File: src/adc_filter_pkg.sv
/*
 Shared constants and types for the sigma-delta ADC filter and calibration block:
 register map, field positions, reset values, mode codes and sample carriers.
 Assumes a 20 MHz system clock and a modulator bit stream sampled on an internal tick.
*/
`default_nettype none
package adc_filter_pkg;
   localparam int unsigned CLK_HZ = 20_000_000;
   localparam int unsigned MOD_HZ_NORMAL = 512_000;
   localparam int unsigned MOD_HZ_LOW = 131_000;
   localparam logic [7:0] TICK_DIV_NORMAL = 8'(CLK_HZ / MOD_HZ_NORMAL);
   localparam logic [7:0] TICK_DIV_LOW = 8'(CLK_HZ / MOD_HZ_LOW);

   localparam logic [7:0] ADDR_FILTER = 8'h00;
   localparam logic [7:0] ADDR_MODE = 8'h04;
   localparam logic [7:0] ADDR_OFFSET = 8'h08;
   localparam logic [7:0] ADDR_GAIN = 8'h0C;
   localparam logic [7:0] ADDR_RESULT = 8'h10;
   localparam logic [7:0] ADDR_STATUS = 8'h14;

   localparam logic [15:0] FILTER_RESET = 16'h0007;
   localparam logic [15:0] OFFSET_FACTORY = 16'h0000;
   localparam logic [15:0] GAIN_FACTORY = 16'h5555;

   localparam int FLT_CHOP = 15;
   localparam int FLT_RAVG = 14;
   localparam int FLT_AF_LSB = 8;
   localparam int FLT_MODIFY = 7;
   localparam int FLT_SF_LSB = 0;
   localparam int MODE_PWR_LSB = 3;
   localparam int MODE_FMT = 6;

   localparam logic [2:0] MODE_IDLE = 3'h0;
   localparam logic [2:0] MODE_CONVERT = 3'h1;
   localparam logic [2:0] MODE_SELF_OFFSET = 3'h4;
   localparam logic [2:0] MODE_SELF_GAIN = 3'h5;
   localparam logic [2:0] MODE_SYS_OFFSET = 3'h6;
   localparam logic [2:0] MODE_SYS_GAIN = 3'h7;

   localparam logic [1:0] PWR_NORMAL = 2'h0;
   localparam logic [1:0] PWR_LOW = 2'h1;
   localparam logic [1:0] PWR_LOW_PLUS = 2'h2;

   localparam logic [1:0] SEL_EXTERNAL = 2'h0;
   localparam logic [1:0] SEL_ZERO = 2'h1;
   localparam logic [1:0] SEL_FULL = 2'h2;

   localparam logic [2:0] SETTLE_CHOP = 3'h2;
   localparam logic [2:0] SETTLE_PLAIN = 3'h3;
   localparam logic [6:0] AVG_EXTRA_CHOP = 7'h3;
   localparam logic [6:0] AVG_EXTRA_PLAIN = 7'h1;

   localparam int DEC_UNIT_SHIFT = 6;
   localparam int GAIN_SHIFT = 14;
   localparam logic signed [33:0] ROUND_HALF = 34'sh0_0000_2000;
   localparam logic [31:0] GAIN_TARGET = 32'h2000_0000;

   typedef struct packed {
      logic valid;
      logic signed [23:0] data;
   } sample_t;

   typedef enum logic [2:0] {
      ST_IDLE = 3'b001,
      ST_CONV = 3'b010,
      ST_CAL = 3'b100
   } ctl_state_t;
endpackage
`default_nettype wire

File: src/adc_filter_calibration.sv
/*
 Digital back end of a sigma-delta ADC channel: decimation, chop and averaging,
 running average, offset and gain correction, output formatting and the
 calibration sequencer, with registers on an AHB-Lite slave port.
 Assumes a single 20 MHz clock and a modulator that presents one bit per MOD_TICK_O.
*/

// Contract
// - Running-average bit adds an average of two consecutive output samples.
// - Running average adds one conversion period to settling.
// - Filter bit 15 enables chopping to cancel offset and its drift.
// - Decimation factor in bits 6:0, averaging factor in bits 13:8.
// - Decimation 0x1D, averaging 0x3F with chop gives 4 Hz in normal mode.
// - Low power modes clock the modulator and filter at 131 kHz, not 512 kHz.
// - Decimation 0x1F, averaging 0x3D, chop in low power gives 1 Hz.
// - Filter output is averaged when chopping, passed through otherwise; the code averages averaging factor plus one samples without chop.
// - Offset coefficient is subtracted, then the difference scaled by gain.
// - Result rounded to 16 bits, saturated, twos complement or offset binary.
// - Offset and gain coefficients load factory values at reset.
// - Coefficients writable only when idle; calibration overwrites them.
// - Self offset uses internal zero, self gain internal full scale.
// - System calibration uses an external signal held for the whole cycle.
// - Offset calibration lasts three periods, two with chop, then idle.
// - Gain calibration runs two stages, twice an offset calibration.
// - Calibration aborts conversion, runs at programmed rate, ends idle.
// - Filter bit 7 adds a second notch at 1.333 times the first.
// - Filter configuration resets to 0x0007.
// - Power mode is mode register bits 4:3.
`timescale 1ns/1ns
`default_nettype none
module adc_filter_calibration (
   input wire logic CLK_I,
   input wire logic RST_N_I,
   input wire logic HSEL_I,
   input wire logic [31:0] HADDR_I,
   input wire logic [1:0] HTRANS_I,
   input wire logic HWRITE_I,
   input wire logic [2:0] HSIZE_I,
   input wire logic [31:0] HWDATA_I,
   input wire logic HREADY_I,
   output logic [31:0] HRDATA_O,
   output logic HREADYOUT_O,
   output logic HRESP_O,
   input wire logic MOD_BIT_I,
   output logic MOD_TICK_O,
   output logic CHOP_PHASE_O,
   output logic [1:0] INPUT_SEL_O,
   output logic [1:0] POWER_MODE_O
);
   typedef struct packed {
      logic [15:0] filt;
      logic [6:0] mode;

      logic [15:0] offs;
      logic [15:0] gain;

      logic [15:0] result;
      logic ready;

      adc_filter_pkg::ctl_state_t state;
      logic stage;
      logic [2:0] settle;
      logic [1:0] in_sel;

      logic [7:0] tick_cnt;
      logic tick;
      logic restart;
      logic chop_ph;

      logic signed [31:0] acc;
      logic [6:0] acc_n;
      logic signed [23:0] prev;

      logic ap_valid;
      logic ap_write;
      logic [7:0] ap_addr;

      logic [31:0] rdata;
      logic hready;
      logic hresp;
   } st_t;

   st_t s_r, n;

   adc_filter_pkg::sample_t dec;

   logic [7:0] div;

   logic mode_wr, chop, ravg, done;

   logic [2:0] code;

   logic [6:0] navg;

   logic signed [31:0] v, sum, quot;

   logic signed [24:0] pair;

   logic signed [23:0] avg, q24;

   logic signed [15:0] q;

   logic signed [16:0] d;

   logic signed [33:0] p, r;

   logic [15:0] fmt;

   logic [31:0] gq;

   // Last settle count: output periods up to and including the first valid result, minus one.
   function automatic logic [2:0] settle_last(input logic [15:0] f);
      logic [2:0] len;
      len = f[adc_filter_pkg::FLT_CHOP] ? adc_filter_pkg::SETTLE_CHOP
                                        : adc_filter_pkg::SETTLE_PLAIN;
      len = len + {2'h0, f[adc_filter_pkg::FLT_RAVG]};
      return len - 3'h1;
   endfunction

   // The decimator is held clear while the channel is idle.
   sinc3_decimator u_dec (
      .clk_i(CLK_I),
      .rst_n_i(RST_N_I),
      .restart_i(s_r.restart || s_r.state == adc_filter_pkg::ST_IDLE),
      .tick_i(s_r.tick),
      .bit_i(MOD_BIT_I),
      .sf_i(s_r.filt[adc_filter_pkg::FLT_SF_LSB +: 7]),
      .modify_i(s_r.filt[adc_filter_pkg::FLT_MODIFY]),
      .out_o(dec)
   );

   always_comb begin
      n = s_r;
      n.tick = 1'b0;
      n.restart = 1'b0;

      chop = s_r.filt[adc_filter_pkg::FLT_CHOP];
      ravg = s_r.filt[adc_filter_pkg::FLT_RAVG];
      code = HWDATA_I[2:0];
      mode_wr = s_r.ap_valid && s_r.ap_write && s_r.ap_addr == adc_filter_pkg::ADDR_MODE;

      // Modulator tick: 512 kHz in normal mode, 131 kHz in both low power modes.
      div = (s_r.mode[adc_filter_pkg::MODE_PWR_LSB +: 2] == adc_filter_pkg::PWR_NORMAL)
            ? adc_filter_pkg::TICK_DIV_NORMAL : adc_filter_pkg::TICK_DIV_LOW;
      if (s_r.tick_cnt >= div - 8'h01) begin
         n.tick_cnt = '0;
         n.tick = 1'b1;
      end else begin
         n.tick_cnt = s_r.tick_cnt + 8'h01;
      end

      // Write data phase.
      // Coefficient writes are dropped while a conversion or calibration runs.
      if (s_r.ap_valid && s_r.ap_write) begin
         case (s_r.ap_addr)
            adc_filter_pkg::ADDR_FILTER: n.filt = HWDATA_I[15:0];
            adc_filter_pkg::ADDR_MODE: n.mode = HWDATA_I[6:0];
            adc_filter_pkg::ADDR_OFFSET: begin
               if (s_r.state == adc_filter_pkg::ST_IDLE) n.offs = HWDATA_I[15:0];
            end
            adc_filter_pkg::ADDR_GAIN: begin
               if (s_r.state == adc_filter_pkg::ST_IDLE) n.gain = HWDATA_I[15:0];
            end
            default: ;
         endcase
      end

      // A mode write restarts the whole chain, halting any conversion in flight.
      if (mode_wr) begin
         n.restart = 1'b1;
         n.acc = '0;
         n.acc_n = '0;
         n.chop_ph = 1'b0;
         n.stage = 1'b0;
         n.settle = settle_last(n.filt);
         n.in_sel = adc_filter_pkg::SEL_EXTERNAL;
         n.state = adc_filter_pkg::ST_CAL;
         case (code)
            adc_filter_pkg::MODE_CONVERT: n.state = adc_filter_pkg::ST_CONV;
            adc_filter_pkg::MODE_SELF_OFFSET: n.in_sel = adc_filter_pkg::SEL_ZERO;
            adc_filter_pkg::MODE_SELF_GAIN: n.in_sel = adc_filter_pkg::SEL_FULL;
            adc_filter_pkg::MODE_SYS_OFFSET, adc_filter_pkg::MODE_SYS_GAIN: ;
            default: begin
               n.state = adc_filter_pkg::ST_IDLE;
               n.mode[2:0] = adc_filter_pkg::MODE_IDLE;
            end
         endcase
      end

      // Address phase; read data comes from the post-write image.
      n.ap_valid = HSEL_I && HTRANS_I[1] && HREADY_I;
      n.ap_write = HWRITE_I;
      n.ap_addr = HADDR_I[7:0];
      n.rdata = '0;
      if (n.ap_valid && !HWRITE_I) begin
         case (HADDR_I[7:0])
            adc_filter_pkg::ADDR_FILTER: n.rdata = {16'h0000, n.filt};
            adc_filter_pkg::ADDR_MODE: n.rdata = {25'h0000000, n.mode};
            adc_filter_pkg::ADDR_OFFSET: n.rdata = {16'h0000, n.offs};
            adc_filter_pkg::ADDR_GAIN: n.rdata = {16'h0000, n.gain};
            adc_filter_pkg::ADDR_RESULT: begin
               n.rdata = {16'h0000, n.result};
               n.ready = 1'b0;
            end
            adc_filter_pkg::ADDR_STATUS: begin
               n.rdata = {28'h0000000, n.stage, n.state != adc_filter_pkg::ST_IDLE,
                          n.state == adc_filter_pkg::ST_CAL, n.ready};
            end
            default: n.rdata = '0;
         endcase
      end

      // Chop demodulation and averaging of decimator outputs.
      v = {{8{dec.data[23]}}, dec.data};
      if (s_r.chop_ph) v = -v;
      // Samples per output: averaging factor plus three with chop, plus one without.
      navg = {1'b0, s_r.filt[adc_filter_pkg::FLT_AF_LSB +: 6]}
             + (chop ? adc_filter_pkg::AVG_EXTRA_CHOP : adc_filter_pkg::AVG_EXTRA_PLAIN);
      sum = s_r.acc + v;
      quot = sum / $signed({25'h0000000, navg});
      avg = quot[23:0];
      pair = {avg[23], avg} + {s_r.prev[23], s_r.prev};
      q24 = ravg ? pair[24:1] : avg;
      q = q24[23:8];
      done = 1'b0;
      if (dec.valid && s_r.state != adc_filter_pkg::ST_IDLE && !mode_wr) begin
         if (chop) n.chop_ph = ~s_r.chop_ph;
         if (s_r.acc_n + 7'h01 >= navg) begin
            n.acc = '0;
            n.acc_n = '0;
            n.prev = avg;
            done = 1'b1;
         end else begin
            n.acc = sum;
            n.acc_n = s_r.acc_n + 7'h01;
         end
      end

      // Offset and gain correction, rounding, saturation and format.
      d = {q[15], q} - {s_r.offs[15], s_r.offs};
      p = d * $signed({1'b0, s_r.gain});
      r = (p + adc_filter_pkg::ROUND_HALF) >>> adc_filter_pkg::GAIN_SHIFT;
      if (r > 34'sh0_0000_7FFF) fmt = 16'h7FFF;
      else if (r < -34'sh0_0000_8000) fmt = 16'h8000;
      else fmt = r[15:0];
      if (s_r.mode[adc_filter_pkg::MODE_FMT]) fmt = fmt ^ 16'h8000;
      // Gain target over the measured span; a span at or below zero clamps high.
      gq = (d > 17'sh0_0000) ? adc_filter_pkg::GAIN_TARGET / 32'(d) : 32'hFFFF_FFFF;

      // The settle count hides the first, incomplete outputs of the filter.

      if (done) begin
         if (s_r.settle != 3'h0) begin
            n.settle = s_r.settle - 3'h1;
         end else begin
            unique case (s_r.state)
               adc_filter_pkg::ST_IDLE: ;
               adc_filter_pkg::ST_CONV: begin
                  n.result = fmt;
                  n.ready = 1'b1;
               end
               adc_filter_pkg::ST_CAL: begin
                  // The first gain stage only primes the second.
                  if (s_r.mode[0] && !s_r.stage) begin
                     n.stage = 1'b1;
                     n.settle = settle_last(s_r.filt);
                  end else begin
                     if (s_r.mode[0]) n.gain = (gq > 32'h0000FFFF) ? 16'hFFFF : gq[15:0];
                     else n.offs = q;
                     n.mode[2:0] = adc_filter_pkg::MODE_IDLE;
                     n.state = adc_filter_pkg::ST_IDLE;
                     n.in_sel = adc_filter_pkg::SEL_EXTERNAL;
                  end
               end
            endcase
         end
      end
   end

   // Coefficients take their factory values at reset.
   always_ff @(posedge CLK_I) begin
      if (!RST_N_I) begin
         s_r <= '0;
         s_r.filt <= adc_filter_pkg::FILTER_RESET;
         s_r.offs <= adc_filter_pkg::OFFSET_FACTORY;
         s_r.gain <= adc_filter_pkg::GAIN_FACTORY;
         s_r.state <= adc_filter_pkg::ST_IDLE;
         s_r.hready <= 1'b1;
      end else begin
         s_r <= n;
      end
   end

   assign HRDATA_O = s_r.rdata;
   assign HREADYOUT_O = s_r.hready;
   assign HRESP_O = s_r.hresp;

   assign MOD_TICK_O = s_r.tick;
   assign CHOP_PHASE_O = s_r.chop_ph;
   assign INPUT_SEL_O = s_r.in_sel;
   assign POWER_MODE_O = s_r.mode[adc_filter_pkg::MODE_PWR_LSB +: 2];
endmodule // adc_filter_calibration
`default_nettype wire

File: src/sinc3_decimator.sv
/*
 Third-order sinc decimator for a one-bit modulator stream, with an optional
 second notch at 1.333 times the first. Assumes tick_i marks each modulator bit.
*/
`timescale 1ns/1ns
`default_nettype none
module sinc3_decimator (
   input wire logic clk_i,
   input wire logic rst_n_i,
   input wire logic restart_i,
   input wire logic tick_i,
   input wire logic bit_i,
   input wire logic [6:0] sf_i,
   input wire logic modify_i,
   output adc_filter_pkg::sample_t out_o
);
   typedef struct packed {
      logic [12:0] cnt;
      logic signed [40:0] i1, i2, i3, a1, a2, a3, b1, b2, b3, yb;
      adc_filter_pkg::sample_t out;
   } dec_t;

   dec_t s_r, s_nxt;
   logic [13:0] r_len;
   logic [12:0] last_a, last_b;
   logic [5:0] shl;
   logic signed [40:0] x, ya, y, yn;

   function automatic logic [3:0] clog2_8(input logic [7:0] v);
      logic [3:0] k;
      k = 4'h0;
      for (int i = 0; i < 8; i++) begin
         if ((8'h01 << i) < v) k = 4'(i + 1);
      end
      return k;
   endfunction

   always_comb begin
      s_nxt = s_r;
      s_nxt.out.valid = 1'b0;
      r_len = ({7'h00, sf_i} + 14'h0001) << adc_filter_pkg::DEC_UNIT_SHIFT;
      last_a = 13'(r_len - 14'h0001);
      // Second comb chain samples 3/8 of a window early to place the extra notch.
      last_b = 13'(r_len - (r_len >> 2) - (r_len >> 3) - 14'h0001);
      shl = 6'(6'd39 - 6'd3 * (6'd6 + {2'h0, clog2_8({1'b0, sf_i} + 8'h01)}));
      x = bit_i ? 41'sh000_0000_0001 : -41'sh000_0000_0001;
      ya = '0;
      y = '0;
      yn = '0;
      if (restart_i) begin
         s_nxt = '0;
      end else if (tick_i) begin
         s_nxt.i1 = s_r.i1 + x;
         s_nxt.i2 = s_r.i2 + s_nxt.i1;
         s_nxt.i3 = s_r.i3 + s_nxt.i2;
         s_nxt.cnt = s_r.cnt + 13'h0001;
         if (s_r.cnt == last_b) begin
            s_nxt.b1 = s_nxt.i3;
            s_nxt.b2 = s_nxt.i3 - s_r.b1;
            s_nxt.b3 = s_nxt.b2 - s_r.b2;
            s_nxt.yb = s_nxt.b3 - s_r.b3;
         end
         if (s_r.cnt == last_a) begin
            s_nxt.cnt = '0;
            s_nxt.a1 = s_nxt.i3;
            s_nxt.a2 = s_nxt.i3 - s_r.a1;
            s_nxt.a3 = s_nxt.a2 - s_r.a2;
            ya = s_nxt.a3 - s_r.a3;
            y = modify_i ? (ya + s_nxt.yb) >>> 1 : ya;
            yn = y <<< shl;
            s_nxt.out.valid = 1'b1;
            s_nxt.out.data = yn[40:17];
         end
      end
   end

   always_ff @(posedge clk_i) begin
      if (!rst_n_i) begin
         s_r <= '0;
      end else begin
         s_r <= s_nxt;
      end
   end

   assign out_o = s_r.out;
endmodule // sinc3_decimator
`default_nettype wire

File: config.mk
export PLATFORM = sky130hd
export DESIGN_NAME = adc_filter_calibration
export DESIGN_NICKNAME = d
export VERILOG_FILES = /design/src/adc_filter_pkg.sv /design/src/adc_filter_calibration.sv /design/src/sinc3_decimator.sv
export SDC_FILE = /design/constraint.sdc
export NUM_CORES = 2
export LEC_CHECK = 0
export BUFFER_PORTS_ARGS = -buffer_cell sky130_fd_sc_hd__buf_2
export CORE_MARGIN = 4
export CORE_UTILIZATION = 60
export DETAILED_ROUTE_END_ITERATION = 7
export PLACE_DENSITY = 0.79
export SETUP_SLACK_MARGIN = 0.5
export SLEW_MARGIN = 15
export SYNTH_ARGS = -nofsm -noshare
export SYNTH_HDL_FRONTEND = slang
export SYNTH_SLANG_ARGS = --single-unit
File: constraint.sdc
create_clock -name CLK_I -period 276.9 [get_ports CLK_I]
set_input_delay 13.845 -clock CLK_I [delete_from_list [all_inputs] [get_ports CLK_I]]
set_output_delay 13.845 -clock CLK_I [all_outputs]
set_load 0.05 [all_outputs]
==> out/summary.txt <==
DR WL/cell = 18.74 um
Count of cells along the worst hold path = 2
Longest Clk Path Bufs = 3
Final setup violation count = 0
Synth-to-layout area growth = 4.734%
Synthesized netlist cell count = 13234
Ratio of final minimum period to clock period = 81.87%
Number of max-slew violations in the final report = 0
Post-synthesis area per instance = 7.636 sq um
Required time of the critical path = 277.46 ns
Hold Path Sink = u_dec.s_r[243]$_SDFFE_PP0P_
Sequential-to-total area share from yosys stat = 12.46%
All-Layer GR Usage = 31.34%
Die Footprint = 175100 sq um
CP most frequent cell = sky130_fd_sc_hd__o21a_1
Vias in the first global route = 94111
Setup CP Type = register to register
Largest net degree at the start of global routing = 91
Minimum period implied by the final worst setup slack = 226.71 ns
Violation count after the first detailed-route iteration = 6971
Max Clock Skew = 0.05983 ns
Placer congestion estimate = 0.9841
Buffers inserted by post-CTS timing repair = 0
CTS Root Cell = sky130_fd_sc_hd__clkbuf_16
Antenna violations before repair = 17
WL final = 286.0 mm
Avg Vias per Cell = 6.257
Launch point of the worst reg-to-reg path = u_dec.out_o[2]$_SDFFE_PP0P_
Top cell family by delay on the critical path = compound AO/OA/AOI/OAI gates
Buf/Inv on CP = 31
Worst min-delay path startpoint = u_dec.s_r[243]$_SDFFE_PP0P_
FF+latch count, synth = 629
Final Net Count = 14681
Die boundary height = 418.4 um
Endpoint of the worst-slack reg-to-reg timing path = s_r[144]$_SDFF_PN1_
Count of pins on the block boundary = 115
Number of DRC violations after detailed routing = 0
Clock latency on the worst-skew pair = 0.72 ns
Count of flip-flops with a built-in enable after synthesis = 0
Residual antenna-violating net count after detailed routing = 0
Count of hold buffers inserted by post-cts repair = 0
Via count of the routed design = 95483
Layout cell share with drive strength beyond 1 = 5.996%
Main synth FF type = sky130_fd_sc_hd__dfxtp_1
Worst Tran Pin Value = 1.198 ns
Synthesis warning total = 0
Number of sinks handled by clock tree synthesis = 629
Status = finished, final reports clean
Top fanout value on the critical path = 59
CP Launch Point = u_dec.out_o[2]$_SDFFE_PP0P_
Wire length of the first global-routing pass = 463.2 mm
Endpoint class of the critical path = register
Highest attainable clock frequency = 4.411 MHz
Arrival @ worst endpoint = 227.27 ns
Die span in x = 418.4 um
Final count of hold timing violations = 0
H-tree levels = 3
Async set or reset register ratio after synthesis = 0%
Clock transition at the register clock pins on the worst setup and hold paths after CTS = 0.06 ns
Kind of launch point of the worst setup path = register
Placeable core region = 167200 sq um
Setup repair after global routing missed its margin = false
CTS buffer count = 74
Unique masters post-synth = 147
Number of resized instances in the post-cts repair step = 0
Starting density of the core = 60.43%
TritonCTS clock tree = built
Standard cell with the maximum stage delay on the critical path = sky130_fd_sc_hd__inv_1
Worst stage delay on the critical path = 0.88 ns
Max transition margin = 20.06%
Dpl hpwl = 222.3 mm
Total negative slack for setup checks = 0 ns
Netlist Area Pre-Place = 101100 sq um
Number of port buffers = 52
Placement row count = 150
Slack of the worst reg-to-reg path = 50.19 ns
Worst reg-to-reg path cell count = 1137
Total grt overflow = 0
Path class of the lowest-slack min-delay path = register to register
Maximum capacitance violations = 0
First drt pass iteration count = 7
[metrics by stage]
step,setup slack [ns],instance area [sq um],util (%),instances,hold slack [ns]
after floorplan,86.84,101100,-,13251,0.4297
after CTS,54.11,105800,63.27,15246,0.4516
after global placement,61.03,103100,61.64,15113,0.4374
after global routing,31.60,105800,63.29,15259,0.4615
final,50.19,105800,63.29,15260,0.4499
after detailed placement,55.03,103100,61.64,15113,0.4431
[synth_stat cells, drive strengths merged (171+ instances only)]
cell type,n,area [sq um]
a21o,621,4663
a21oi,1080,5416
and2,194,1217
clkbuf,392,1479
dfxtp,629,12590
fa,297,5946
ha,1324,16570
inv,1043,3915
mux2,217,2447
mux2i,459,4594
nand2,1011,3800
nor2,1317,4951
nor2b,171,1070
nor3,381,2001
o21a,354,2659
o21ai,610,3083
o21bai,193,1449
xnor2,592,5215
xor2,447,3930
[cells in the final DEF, fill, tap and decap left out, types with 44 or more instances in the layout]
| master | n |
|---|---|
| sky130_fd_sc_hd__ha_1 | 1322 |
| sky130_fd_sc_hd__nor2_1 | 1307 |
| sky130_fd_sc_hd__a21oi_1 | 1074 |
| sky130_fd_sc_hd__inv_1 | 1041 |
| sky130_fd_sc_hd__nand2_1 | 1008 |
| sky130_fd_sc_hd__dfxtp_1 | 626 |
| sky130_fd_sc_hd__a21o_1 | 620 |
| sky130_fd_sc_hd__xnor2_1 | 584 |
| sky130_fd_sc_hd__o21ai_0 | 567 |
| sky130_fd_sc_hd__mux2i_1 | 459 |
| sky130_fd_sc_hd__xor2_1 | 444 |
| sky130_fd_sc_hd__nor3_1 | 365 |
| sky130_fd_sc_hd__o21a_1 | 353 |
| sky130_fd_sc_hd__fa_1 | 295 |
| sky130_fd_sc_hd__mux2_2 | 214 |
| sky130_fd_sc_hd__o21bai_1 | 193 |
| sky130_fd_sc_hd__and2_1 | 186 |
| sky130_fd_sc_hd__nor2b_1 | 169 |
| sky130_fd_sc_hd__a22oi_1 | 167 |
| sky130_fd_sc_hd__nand2b_1 | 153 |
| sky130_fd_sc_hd__nand4_1 | 147 |
| sky130_fd_sc_hd__o31ai_1 | 147 |
| sky130_fd_sc_hd__nand3_1 | 141 |
| sky130_fd_sc_hd__buf_4 | 118 |
| sky130_fd_sc_hd__a31oi_1 | 78 |
| sky130_fd_sc_hd__or3_1 | 77 |
| sky130_fd_sc_hd__clkbuf_16 | 75 |
| sky130_fd_sc_hd__a211oi_1 | 67 |
| sky130_fd_sc_hd__or2_2 | 67 |
| sky130_fd_sc_hd__and3_1 | 55 |
| sky130_fd_sc_hd__nor4_1 | 54 |
| sky130_fd_sc_hd__buf_2 | 52 |
| sky130_fd_sc_hd__o22ai_1 | 44 |
[area by class of cell]
type | instances | area [sq um]
Multi-Input combinational cell | 11066 | 82660
Fill cell | 14396 | 61380
Sequential cell | 629 | 12600
Inverter | 1044 | 3926
Tap cell | 2204 | 2758
Clock buffer | 102 | 2158
Timing Repair Buffer | 170 | 1146
Clock inverter | 31 | 564.3
Antenna cell | 14 | 35.03
[cell families (layout without fill, tap and decap cells)]
| kind of cell | Yosys count | count (layout) | synth area share, % |
|---|---|---|---|
| flops | 629 | 629 | 12.46 |
| compound gates | 3738 | 3738 | 24.24 |
| simple gates | 3969 | 3969 | 18.92 |
| other cells | 2 | 33 | 0.007431 |
| xor+xnor | 1039 | 1039 | 9.049 |
| fa+ha+maj | 1624 | 1624 | 22.31 |
| buf+inv | 1556 | 1347 | 6.032 |
| mux | 677 | 677 | 6.990 |
[flip-flops by register name, summed over array words and instances (netlist names)]
name / flops
u_dec.out_o: 25
POWER_MODE_O: 2
s_r: 157
u_dec.s_r: 423
chop: 1
ravg: 1
HRDATA_O: 16
CHOP_PHASE_O: 1
MOD_TICK_O: 1
INPUT_SEL_O: 2
[worst max-delay path by stage]
stage                          endpoint  slack (ns)  depth (start not counted)
floorplan           s_r[144]$_SDFF_PN1_       86.84                       1189
global placement    s_r[144]$_SDFF_PN1_       61.03                       1188
detailed placement  s_r[144]$_SDFF_PN1_       55.03                        860
CTS                 s_r[144]$_SDFF_PN1_       54.11                        838
global route        s_r[144]$_SDFF_PN1_       31.60                        837
finish              s_r[144]$_SDFF_PN1_       50.19                        839
[metal layers]
metal	global-route usage [%]	wire [um]
met5	0	35
met4	15.07	14840
met3	3.138	15470
met2	55.76	138000
met1	37.77	117700
[worst register-to-register path: cells and delay by family (launching register included)]
kind                     cells  cell delay (ns)
multiplexers                21             5.37
adder cells (fa/ha/maj)     66            20.32
AO/OA/AOI/OAI              611           125.66
XOR/XNOR                     5             1.07
AND/OR/NAND/NOR            397            65.36
flip-flops                   1             0.36
buffers and inverters       37             8.37
Power is left out: the tool's default activity adds up to more than one toggle a clock period on the data nets, which glitch-free logic cannot reach.
